<file path="config.mk">
export PLATFORM = sky130hd
export DESIGN_NAME = embc_top
export DESIGN_NICKNAME = d
export VERILOG_FILES = /design/src/rtl/embc_sync.v /design/src/rtl/embc_regs.v /design/src/rtl/embc_top.v
export VERILOG_INCLUDE_DIRS = /design/src /design/src/rtl
export SDC_FILE = /design/constraint.sdc
export NUM_CORES = 1
export LEC_CHECK = 0
export ABC_AREA = 1
export BUFFER_PORTS_ARGS = -buffer_cell sky130_fd_sc_hd__buf_4
export CAP_MARGIN = 20
export CORE_MARGIN = 2
export CORE_UTILIZATION = 39
export CTS_CLUSTER_DIAMETER = 120
export DETAILED_ROUTE_END_ITERATION = 8
export GPL_ROUTABILITY_DRIVEN = 0
export PLACE_DENSITY = 0.66
export RECOVER_POWER = 100
export SYNTH_ARGS = -nofsm -noshare
export SYNTH_HDL_FRONTEND = slang
export SYNTH_HIERARCHICAL = 1
export SYNTH_SLANG_ARGS = --single-unit
</file>
<file path="constraint.sdc">
create_clock -name clock -period 2.7 [get_ports clock]
set_clock_uncertainty 0.2 [all_clocks]
set_input_delay 0.135 -clock clock [delete_from_list [all_inputs] [get_ports clock]]
set_output_delay 0.135 -clock clock [all_outputs]
set_load 0.01 [all_outputs]
</file>
<file path="src/rtl/embc_defs.vh">
// Operation
// Drive the program fetch strobe low during external code accesses.
// Keep the program fetch strobe high outside external code accesses.
// Latch the code space strap at reset release and ignore later changes.
// Strap latched low: every code fetch goes to the external bus.
// Strap latched high: fetch internally below the limit, externally above it.
// After reset the shared strap pin acts as the bus wait input.
// Wait held high stretches an external access until wait falls.
// Bus timing high register resets to FF with write/read time and hold fields.
// Bus timing low register resets to EF with multiplier, latch width, code fields.
// Latch the bus width strap at reset release: low 8-bit, high 16-bit.
// Pulse the address latch strobe only for external bus cycles.
// Sample wait on the core clock, one extra strobe clock per high sample.
`ifndef EMBC_DEFS_VH
`define EMBC_DEFS_VH
// Register indices; byte address is four times the index
`define EMBC_IDX_BTL 11'h468
`define EMBC_IDX_BTH 11'h469
`define EMBC_IDX_BCFG 11'h46A
`define EMBC_IDX_STAT 11'h46B
// Reset values
`define EMBC_RST_BTL 8'hEF
`define EMBC_RST_BTH 8'hFF
`define EMBC_RST_BCFG_LO 2'h3
// Bus timing high field positions
`define EMBC_BTH_WT 7:6
`define EMBC_BTH_WAH 5:4
`define EMBC_BTH_RT 3:2
`define EMBC_BTH_RAH 1:0
// Bus timing low field positions
`define EMBC_BTL_WM 7:6
`define EMBC_BTL_ALE_WIDE 5
`define EMBC_BTL_CRT 3:2
`define EMBC_BTL_CRAH 1:0
// Bus configuration field positions
`define EMBC_BCFG_WAIT_OFF 4
`define EMBC_BCFG_BUS_OFF 3
`define EMBC_BCFG_WIDTH 2
`define EMBC_BCFG_FLD 2:0
// Access kinds
`define EMBC_KIND_CODE 2'h0
`define EMBC_KIND_READ 2'h1
`define EMBC_KIND_WRITE 2'h2
// Timing counts in core clocks
`define EMBC_ALE_BASE 2'h0
`define EMBC_STRB_BASE 3'h1
`endif

</file>
<file path="src/rtl/embc_sync.v">
`timescale 1ns/1ns
module embc_sync #(
  parameter W = 1
) (
  // Clock
  input wire clock,
  // Raw pins and settled levels
  input wire [W-1:0] pin_in,
  output wire [W-1:0] level_out
);
  genvar i;
  generate
    for (i = 0; i < W; i = i + 1) begin : g_bit
      reg s1_ff;
      reg s2_ff;
      reg s3_ff;
      reg lvl_ff;
      // Three stages, no reset so straps are tracked during reset
      always @(posedge clock) begin
        s1_ff <= pin_in[i];
        s2_ff <= s1_ff;
        s3_ff <= s2_ff;
        if (s2_ff == s3_ff) begin
          lvl_ff <= s3_ff; // Change counts once stages agree
        end
      end
      assign level_out[i] = lvl_ff;
    end
  endgenerate
endmodule // embc_sync

</file>
<file path="src/rtl/embc_regs.v">
`timescale 1ns/1ns
`include "embc_defs.vh"
module embc_regs #(
  parameter ADR_W = 13
) (
  // Clock and reset
  input wire clock,
  input wire sys_rst,
  // Wishbone slave
  input wire wb_cyc_i,
  input wire wb_stb_i,
  input wire wb_we_i,
  input wire [ADR_W-1:0] wb_adr_i,
  input wire [3:0] wb_sel_i,
  input wire [31:0] wb_dat_i,
  output wire [31:0] wb_dat_o,
  output wire wb_ack_o,
  // Block state in, settings out
  input wire width_strap,
  input wire [7:0] status,
  output wire [7:0] bus_timing_low,
  output wire [7:0] bus_timing_high,
  output wire [7:0] bus_configuration
);
  reg ack_ff;
  reg [7:0] rdat_ff;
  reg [7:0] btl_ff;
  reg [7:0] bth_ff;
  reg [7:0] bcfg_ff;
  reg [7:0] nxt_rdat;
  wire [10:0] idx = wb_adr_i[ADR_W-1:2];
  wire take = wb_cyc_i & wb_stb_i & ~ack_ff;
  wire wr_lane = take & wb_we_i & wb_sel_i[0];

  // Read mux, unmapped reads zero
  always @* begin
    nxt_rdat = 8'h00;
    case (idx)
      `EMBC_IDX_BTL: nxt_rdat = btl_ff;
      `EMBC_IDX_BTH: nxt_rdat = bth_ff;
      `EMBC_IDX_BCFG: nxt_rdat = bcfg_ff;
      `EMBC_IDX_STAT: nxt_rdat = status;
      default: nxt_rdat = 8'h00;
    endcase
  end

  // Ack and register writes
  always @(posedge clock) begin
    if (sys_rst) begin
      ack_ff <= 1'b0;
      rdat_ff <= 8'h00;
      btl_ff <= `EMBC_RST_BTL;
      bth_ff <= `EMBC_RST_BTH;
      bcfg_ff <= {5'h00, width_strap, `EMBC_RST_BCFG_LO};
    end else begin
      ack_ff <= take;
      if (take) begin
        rdat_ff <= nxt_rdat;
      end
      if (wr_lane && idx == `EMBC_IDX_BTL) begin
        btl_ff <= wb_dat_i[7:0];
      end
      if (wr_lane && idx == `EMBC_IDX_BTH) begin
        bth_ff <= wb_dat_i[7:0];
      end
      if (wr_lane && idx == `EMBC_IDX_BCFG) begin
        bcfg_ff <= {3'h0, wb_dat_i[4:0]};
      end
    end
  end

  assign wb_ack_o = ack_ff;
  assign wb_dat_o = {24'h000000, rdat_ff};
  assign bus_timing_low = btl_ff;
  assign bus_timing_high = bth_ff;
  assign bus_configuration = bcfg_ff;
endmodule // embc_regs

</file>
<file path="src/rtl/embc_top.v">
`timescale 1ns/1ns
`include "embc_defs.vh"
module embc_top #(
  parameter ADR_W = 13,
  parameter [23:0] INT_CODE_SIZE = 24'h004000
) (
  // Clock and reset
  input wire clock,
  input wire sys_rst,
  // Wishbone slave
  input wire wb_cyc_i,
  input wire wb_stb_i,
  input wire wb_we_i,
  input wire [ADR_W-1:0] wb_adr_i,
  input wire [3:0] wb_sel_i,
  input wire [31:0] wb_dat_i,
  output wire [31:0] wb_dat_o,
  output wire wb_ack_o,
  // Core access port
  input wire acc_req,
  input wire [1:0] acc_kind,
  input wire [23:0] acc_addr,
  input wire [15:0] acc_wdata,
  output reg acc_done_ff,
  output reg int_fetch_ff,
  output reg [15:0] acc_rdata_ff,
  // Strap pins
  input wire code_space_select_strap,
  input wire bus_width_strap,
  // External bus pins
  output reg program_fetch_strobe_n_ff,
  output reg ale_ff,
  output reg rd_n_ff,
  output reg wrl_n_ff,
  output reg wrh_n_ff,
  output reg [23:0] bus_addr_ff,
  output reg [15:0] bus_dout_ff,
  output reg bus_doe_n_ff,
  input wire [15:0] bus_din,
  // Latched straps
  output reg code_sel_ff,
  output reg wide_bus_ff
);
  // Sequencer states
  localparam ST_IDLE = 3'h0;
  localparam ST_ALE = 3'h1;
  localparam ST_STRB = 3'h2;
  localparam ST_HOLD = 3'h3;
  localparam ST_DONE = 3'h4;

  wire [1:0] strap_lvl;
  wire wait_lvl;
  wire [7:0] btl;
  wire [7:0] bth;
  wire [7:0] bcfg;
  wire [7:0] status;

  reg [2:0] state_ff;
  reg [2:0] nxt_state;
  reg [2:0] cnt_ff;
  reg [2:0] nxt_cnt;
  reg [1:0] kind_ff;
  reg [1:0] nxt_kind;
  reg [15:0] wdata_ff;
  reg [15:0] nxt_wdata;
  reg [23:0] nxt_bus_addr;
  reg [15:0] nxt_rdata;
  reg nxt_done;
  reg nxt_int_fetch;
  reg nxt_ale;
  reg nxt_pfs_n;
  reg nxt_rd_n;
  reg nxt_wrl_n;
  reg nxt_wrh_n;
  reg nxt_doe_n;
  reg [15:0] nxt_dout;
  reg [1:0] strb_fld;
  reg [1:0] hold_fld;
  reg go_ext;

  // Strap and wait pin synchronisers
  embc_sync #(
    .W(2)
  ) u_sync (
    .clock(clock),
    .pin_in({bus_width_strap, code_space_select_strap}),
    .level_out(strap_lvl)
  );

  // Shared pin is wait once reset is gone
  assign wait_lvl = strap_lvl[0] & ~sys_rst & ~bcfg[`EMBC_BCFG_WAIT_OFF];

  assign status = {4'h0, wait_lvl, (state_ff != ST_IDLE), wide_bus_ff, code_sel_ff};

  // Register file on the bus
  embc_regs #(
    .ADR_W(ADR_W)
  ) u_regs (
    .clock(clock),
    .sys_rst(sys_rst),
    .wb_cyc_i(wb_cyc_i),
    .wb_stb_i(wb_stb_i),
    .wb_we_i(wb_we_i),
    .wb_adr_i(wb_adr_i),
    .wb_sel_i(wb_sel_i),
    .wb_dat_i(wb_dat_i),
    .wb_dat_o(wb_dat_o),
    .wb_ack_o(wb_ack_o),
    .width_strap(strap_lvl[1]),
    .status(status),
    .bus_timing_low(btl),
    .bus_timing_high(bth),
    .bus_configuration(bcfg)
  );

  // Strap capture, frozen at reset release
  always @(posedge clock) begin
    if (sys_rst) begin
      code_sel_ff <= strap_lvl[0];
      wide_bus_ff <= strap_lvl[1];
    end
  end

  // Strobe and hold lengths per access kind
  always @* begin
    strb_fld = btl[`EMBC_BTL_CRT];
    hold_fld = btl[`EMBC_BTL_CRAH];
    case (kind_ff)
      `EMBC_KIND_CODE: begin
        strb_fld = btl[`EMBC_BTL_CRT];
        hold_fld = btl[`EMBC_BTL_CRAH];
      end
      `EMBC_KIND_READ: begin
        strb_fld = bth[`EMBC_BTH_RT];
        hold_fld = bth[`EMBC_BTH_RAH];
      end
      `EMBC_KIND_WRITE: begin
        strb_fld = bth[`EMBC_BTH_WT];
        hold_fld = bth[`EMBC_BTH_WAH];
      end
      default: begin
        strb_fld = bth[`EMBC_BTH_RT];
        hold_fld = bth[`EMBC_BTH_RAH];
      end
    endcase
  end

  // Internal or external decision for a new request
  always @* begin
    go_ext = 1'b1;
    if (acc_kind == `EMBC_KIND_CODE && code_sel_ff && acc_addr < INT_CODE_SIZE) begin
      go_ext = 1'b0;
    end
    if (acc_kind == `EMBC_KIND_CODE && !code_sel_ff) begin
      go_ext = 1'b1;
    end
  end

  // Bus sequencer next state
  always @* begin
    nxt_state = state_ff;
    nxt_cnt = cnt_ff;
    nxt_kind = kind_ff;
    nxt_wdata = wdata_ff;
    nxt_bus_addr = bus_addr_ff;
    nxt_rdata = acc_rdata_ff;
    nxt_done = 1'b0;
    nxt_int_fetch = 1'b0;
    nxt_ale = 1'b0;
    nxt_pfs_n = 1'b1;
    nxt_rd_n = 1'b1;
    nxt_wrl_n = 1'b1;
    nxt_wrh_n = 1'b1;
    nxt_doe_n = 1'b1;
    nxt_dout = bus_dout_ff;
    case (state_ff)
      ST_IDLE: begin
        if (acc_req) begin
          if (go_ext) begin
            nxt_state = ST_ALE;
            nxt_kind = acc_kind;
            nxt_wdata = acc_wdata;
            nxt_bus_addr = acc_addr;
            nxt_ale = 1'b1;
            nxt_cnt = btl[`EMBC_BTL_ALE_WIDE] ? 3'h1 : {1'b0, `EMBC_ALE_BASE};
          end else begin
            nxt_state = ST_DONE;
            nxt_int_fetch = 1'b1;
            nxt_done = 1'b1;
          end
        end
      end
      ST_ALE: begin
        if (cnt_ff != 3'h0) begin
          nxt_cnt = cnt_ff - 3'h1;
          nxt_ale = 1'b1;
        end else begin
          nxt_state = ST_STRB;
          nxt_cnt = {1'b0, strb_fld} + `EMBC_STRB_BASE - 3'h1;
          nxt_pfs_n = (kind_ff != `EMBC_KIND_CODE);
          nxt_rd_n = (kind_ff != `EMBC_KIND_READ);
          nxt_wrl_n = (kind_ff != `EMBC_KIND_WRITE);
          nxt_wrh_n = (kind_ff != `EMBC_KIND_WRITE) | ~bcfg[`EMBC_BCFG_WIDTH];
          nxt_doe_n = (kind_ff != `EMBC_KIND_WRITE);
          nxt_dout = wdata_ff;
        end
      end
      ST_STRB: begin
        if (wait_lvl || cnt_ff != 3'h0) begin
          // Each high wait sample adds one strobe clock
          if (!wait_lvl) begin
            nxt_cnt = cnt_ff - 3'h1;
          end
          nxt_pfs_n = program_fetch_strobe_n_ff;
          nxt_rd_n = rd_n_ff;
          nxt_wrl_n = wrl_n_ff;
          nxt_wrh_n = wrh_n_ff;
          nxt_doe_n = bus_doe_n_ff;
        end else begin
          // Read data taken as the strobe ends
          if (bcfg[`EMBC_BCFG_WIDTH]) begin
            nxt_rdata = bus_din;
          end else begin
            nxt_rdata = {8'h00, bus_din[7:0]};
          end
          nxt_doe_n = bus_doe_n_ff;
          if (hold_fld == 2'h0) begin
            nxt_state = ST_DONE;
            nxt_done = 1'b1;
            nxt_doe_n = 1'b1;
          end else begin
            nxt_state = ST_HOLD;
            nxt_cnt = {1'b0, hold_fld} - 3'h1;
          end
        end
      end
      ST_HOLD: begin
        if (cnt_ff != 3'h0) begin
          nxt_cnt = cnt_ff - 3'h1;
          nxt_doe_n = bus_doe_n_ff;
        end else begin
          nxt_state = ST_DONE;
          nxt_done = 1'b1;
        end
      end
      ST_DONE: begin
        // One idle clock so a held request is not taken twice
        nxt_state = ST_IDLE;
      end
      default: begin
        nxt_state = ST_IDLE;
      end
    endcase
  end

  // Sequencer and pin registers
  always @(posedge clock) begin
    if (sys_rst) begin
      state_ff <= ST_IDLE;
      cnt_ff <= 3'h0;
      kind_ff <= `EMBC_KIND_CODE;
      wdata_ff <= 16'h0000;
      acc_done_ff <= 1'b0;
      int_fetch_ff <= 1'b0;
      acc_rdata_ff <= 16'h0000;
      program_fetch_strobe_n_ff <= 1'b1;
      ale_ff <= 1'b0;
      rd_n_ff <= 1'b1;
      wrl_n_ff <= 1'b1;
      wrh_n_ff <= 1'b1;
      bus_addr_ff <= 24'h000000;
      bus_dout_ff <= 16'h0000;
      bus_doe_n_ff <= 1'b1;
    end else begin
      state_ff <= nxt_state;
      cnt_ff <= nxt_cnt;
      kind_ff <= nxt_kind;
      wdata_ff <= nxt_wdata;
      acc_done_ff <= nxt_done;
      int_fetch_ff <= nxt_int_fetch;
      acc_rdata_ff <= nxt_rdata;
      program_fetch_strobe_n_ff <= nxt_pfs_n;
      ale_ff <= nxt_ale;
      rd_n_ff <= nxt_rd_n;
      wrl_n_ff <= nxt_wrl_n;
      wrh_n_ff <= nxt_wrh_n;
      bus_addr_ff <= nxt_bus_addr;
      bus_dout_ff <= nxt_dout;
      bus_doe_n_ff <= nxt_doe_n;
    end
  end
endmodule // embc_top

</file>
Yosys cells after proc, flatten, opt, wreduce, memory -nomap -nowiden
Cells that the tools add are included.

Register bits: 128. Input port bits: 115. Output and inout port bits: 99.

Add/sub/neg operators: 4. Magnitude comparators: 1. Equal/unequal tests: 21. Muxes and demuxes: 47. Bitwise gates (word level): 14. Reductions and logical operators: 24.

Operators with widths (number): $mux 3 (15); $eq 11x11->1 const B (4); $pmux 8 s4 (1); $lt 24x15->1 const B (1); $pmux 3 s4 (2); $mux 1 (19); $mux 16 (1); $ne 2x2->1 const B (8); $pmux 1 s2 (5); $pmux 2 s2 (2); $not 1->1 (7); $and 1x1->1 (6); $eq 3x2->1 const B (2); $logic_and 1x1->1 (6); $logic_not 2->1 (3); $ne 3x3->1 const B (2); $pmux 1 s3 (2); $reduce_and 3->1 (2); $reduce_and 6->1 (1); $reduce_bool 3->1 (2); $sub 3x1->3 const B (2); $reduce_and 2->1 (2); $reduce_and 4->1 (1); $reduce_bool 2->1 (2); other kinds (12) (13).

Depth between registers and ports, before layout
Depth in word-level cells: 8. Depth in mapped cells: 14.

Hierarchy
Netlist, hierarchy kept.

Modules (own cells, without submodules): embc_top (instances 1, cells each 468, area each 3672.3 sq um, sequential area each 1821.7 sq um); embc_regs (instances 1, cells each 216, area each 1779.2 sq um, sequential area each 610.6 sq um); embc_sync (instances 1, cells each 20, area each 232.7 sq um, sequential area each 180.2 sq um).

Worst setup path before layout
OpenSTA, ideal clock, no wires.

Kind: register to register. Start point: register kind_ff[0]. End point: register cnt_ff[2]. Arrival time: 1627 ps. Path slack: 806 ps. Cell stages (with the launch flop): 15. Path buffers: 0. Clock period less this slack: 1894 ps. Path through: dfxtp_1 inv_1 nand2_1 inv_1 a22o_1 a21oi_1 ha_1 inv_1 nor2_1 nand2_1 nand2_1 inv_1 nand3_2 nand2_1 a21oi_2.

Cells in the longest elaborated chain, start to end: 6.

Ends and longest elaborated chain: from (decl) (RTL line embc_top.v:62) `reg [1:0] kind_ff;`; from (signal assigned) (RTL line embc_top.v:261) `` kind_ff <= `EMBC_KIND_CODE; ``; from (signal assigned) (RTL line embc_top.v:277) `kind_ff <= nxt_kind;`; $eq 2x2->1 / $logic_not 2->1 (equally long branches) (RTL line embc_top.v:128) `case (kind_ff)`; $pmux 2 s2 (RTL line embc_top.v:128); $add 2x1->3 (no source line) / $sub 2x1->3 (equally long branches); $sub 3x1->3 / $mux 3 (equally long branches) (RTL line embc_top.v:199, embc_top.v:227); $mux 3, on equally long branches (RTL line embc_top.v:194, embc_top.v:209); $pmux 3 s4 (RTL line embc_top.v:176) `case (state_ff)`; to (signal assigned) (RTL line embc_top.v:276) `cnt_ff <= nxt_cnt;`; to (decl) (RTL line embc_top.v:60) `reg [2:0] cnt_ff;`.

Parallel ways exist; a longest one is shown, timed or not. The select of a mux whose other input is x is not followed. A chain may end at the register's enable or synchronous reset.

==> results.json <==
{
  "dieWidth_um": 124,
  "area_growth_pct": 40.0,
  "rsz0062_at_grt": "false",
  "cts_buffer_depth": 2,
  "htreeDepth": 4,
  "holdWs_ns": 0.0397,
  "grt.total_usage_pct": 19.0,
  "cp_slowest_cell": "dlygate4sd3_1",
  "clk_latency_ns": 0.41,
  "wl_um": 14600,
  "cap_violations": 0,
  "drc": 0,
  "dr.pass1.iters": 5,
  "end_kind": "register",
  "io_pins": 214,
  "crit_chain": "dlygate4sd3_1 -> clkbuf_1 -> nor2_4 -> dlygate4sd3_1 -> nand2_1 -> nor2_8 -> nand3_2 -> o31ai_1",
  "p_int_uw": 4480,
  "antenna_found_initial": 0,
  "critical_path_class": "in2reg",
  "antenna_left": 0,
  "ctsRootBufferMaster": "clkbuf_16",
  "fp.dieH_um": 124,
  "p_sw_uw": 2140,
  "path_max_fanout": 32,
  "clk_pin_slew_worst_paths_ns": 0.06,
  "routedWlPerCell_um": 12.9,
  "relSlewSlack_pct": 54.7,
  "worst_slew_pin_slew_ns": 0.678,
  "swShare_pct": 32.3,
  "required_ns": 2.74,
  "setup_viol": 0,
  "syn_avg_cell_area_um2": 8.08,
  "fin_crit_ns": 2.50,
  "grt_pass1_wl_um": 24200,
  "cts_sinks": 128,
  "cts_inserted_buffers": 17,
  "hold_class": "in2reg",
  "drive_gt1_share_pct": 16.4,
  "core_area_um2": 14400,
  "worstSetupStartpointType": "input port",
  "grt_max_degree": 71,
  "grt_pass1_vias": 5042,
  "yosys_warnings": 6,
  "seq_power_share_pct": 37.3,
  "post-route-period-util_pct": 92.6,
  "via_per_inst": 4.65,
  "status": "finished clean",
  "finalHoldViolations": 0,
  "combPwrFrac_pct": 27.0,
  "synth_area_um2": 5660,
  "slew_violations": 0,
  "grt-ovfl-total": 0,
  "critical_path_arrival_ns": 2.54,
  "ir_worst_vdd_v": 0.000698,
  "dpl.hpwl_um": 9620,
  "setup_tns_ns": 0,
  "nFillCells": 1385,
  "critPathMostFrequentCell": "dlygate4sd3_1",
  "synthCells": 701,
  "powerDensity_nw_per_um2": 834,
  "dr_total_vias": 5285,
  "drtIter0Drc": 277,
  "antennaDiodeCount": 0,
  "cts_tree": "built",
  "clkPwrFrac_pct": 35.7,
  "numPortBuffers": 160,
  "dieArea_um2": 15500,
  "rows": 44,
  "fmax_mhz": 400,
  "p_leak_uw": 0.00354,
  "critical-path-max-stage-delay_ns": 0.55,
  "initial_utilization_pct": 39.4,
  "fin_nets": 1059
}
## sequential cells by signal, indices dropped and copies added (netlist names), 2 cells and up
name	count
u_regs/bus_timing_low	8
u_sync/g_bit.s2_ff	2
u_sync/g_bit.s3_ff	2
kind_ff	2
bus_dout_ff	16
u_sync/g_bit.lvl_ff	2
bus_addr_ff	24
cnt_ff	3
wdata_ff	16
u_regs/bus_configuration	5
u_sync/g_bit.s1_ff	2
state_ff	3
u_regs/rdat_ff	8
acc_rdata_ff	16
u_regs/bus_timing_high	8
## through the flow
step | worst slack (ns) | cells | area [um^2] | util [%] | power (uW)
2_1_floorplan | 0.806 | 727 | 5760 | - | 3730
5_1_grt | 0.0217 | 1136 | 7930 | 55.2 | 7050
3_3_place_gp | 0.579 | 1016 | 6810 | 47.4 | 4390
3_5_place_dp | 0.551 | 1016 | 6810 | 47.4 | 4410
6_report | 0.201 | 1136 | 7930 | 55.2 | 6610
4_1_cts | 0.0890 | 1136 | 8310 | 57.9 | 6900
## worst max-delay path: cells and delay by family
family / cells / cell delay (ns)
compound gates: 1 / 0.26
simple gates: 4 / 0.92
buf+inv: 3 / 1.22
## power groups by stage
| stage | logic [uW] | clock network (uW) | registers, uW |
|---|---|---|---|
| CTS | 2020 | 2410 | 2470 |
| finish | 1790 | 2360 | 2470 |
| global placement | 1890 | 0 | 2490 |
| floorplan | 1130 | 0 | 2600 |
| global route | 2030 | 2510 | 2510 |
| detailed placement | 1910 | 0 | 2500 |
## cells in the final DEF, fill, tap and decap left out, types with 3 or more instances in the layout
cell type	instances
o21ai_0	74
inv_2	8
buf_4	82
clkbuf_16	18
clkinv_2	4
nor3_2	3
clkbuf_1	78
clkbuf_4	3
nand3_2	3
nand2_1	112
edfxtp_1	5
conb_1	28
nand3_1	57
inv_1	79
nand4_1	4
dfxtp_1	123
nor2_4	4
dlygate4sd3_1	88
ha_1	5
nor2_1	35
o211ai_1	15
a21oi_1	85
bufinv_16	3
nor2_2	6
clkinv_4	3
## worst paths after layout
check	cells past startpoint	slack, ns	from	end
worst max register to register	8	0.20	cnt_ff[0]$_SDFFE_PP0P_	acc_rdata_ff[10]$_SDFFE_PP0P_
worst min register to register	0	0.12	u_sync/g_bit[1].s1_ff$_DFF_P_	u_sync/g_bit[1].s2_ff$_DFF_P_
worst min-delay path	5	0.04	wb_sel_i[0]	u_regs/bus_timing_high[4]$_SDFFE_PP1P_
worst max-delay path	8	0.20	wb_adr_i[10]	u_regs/bus_configuration[2]$_DFFE_PP_
## layout make-up
| class | instances | area, um^2 | share of cell area (%) |
|---|---|---|---|
| clock buffers | 20 | 468 | 5.90 |
| inverters | 88 | 332 | 4.18 |
| repair buffers | 253 | 1850 | 23.4 |
| well taps | 184 | 230 | 2.90 |
| clock inverters | 12 | 155 | 1.96 |
| flip-flops and latches | 128 | 2610 | 33.0 |
| multi-input cells | 451 | 2280 | 28.7 |
## timing repair
action,in CTS,in global routing
buffers inserted,0,0
endpoints found under the setup margin,0,9
hold buffers,88,0
resized for setup,0,2
endpoints found under the hold margin,100,0
## layer usage
metal,GRT usage [%],routed length (um),up-vias
li1,-,-,2716
met1,22.7,6290,2399
met2,32.1,7200,145
met3,5.80,767,25
met4,7.34,367,0
met5,0,0,-
(Power assumes the default switching activity.)
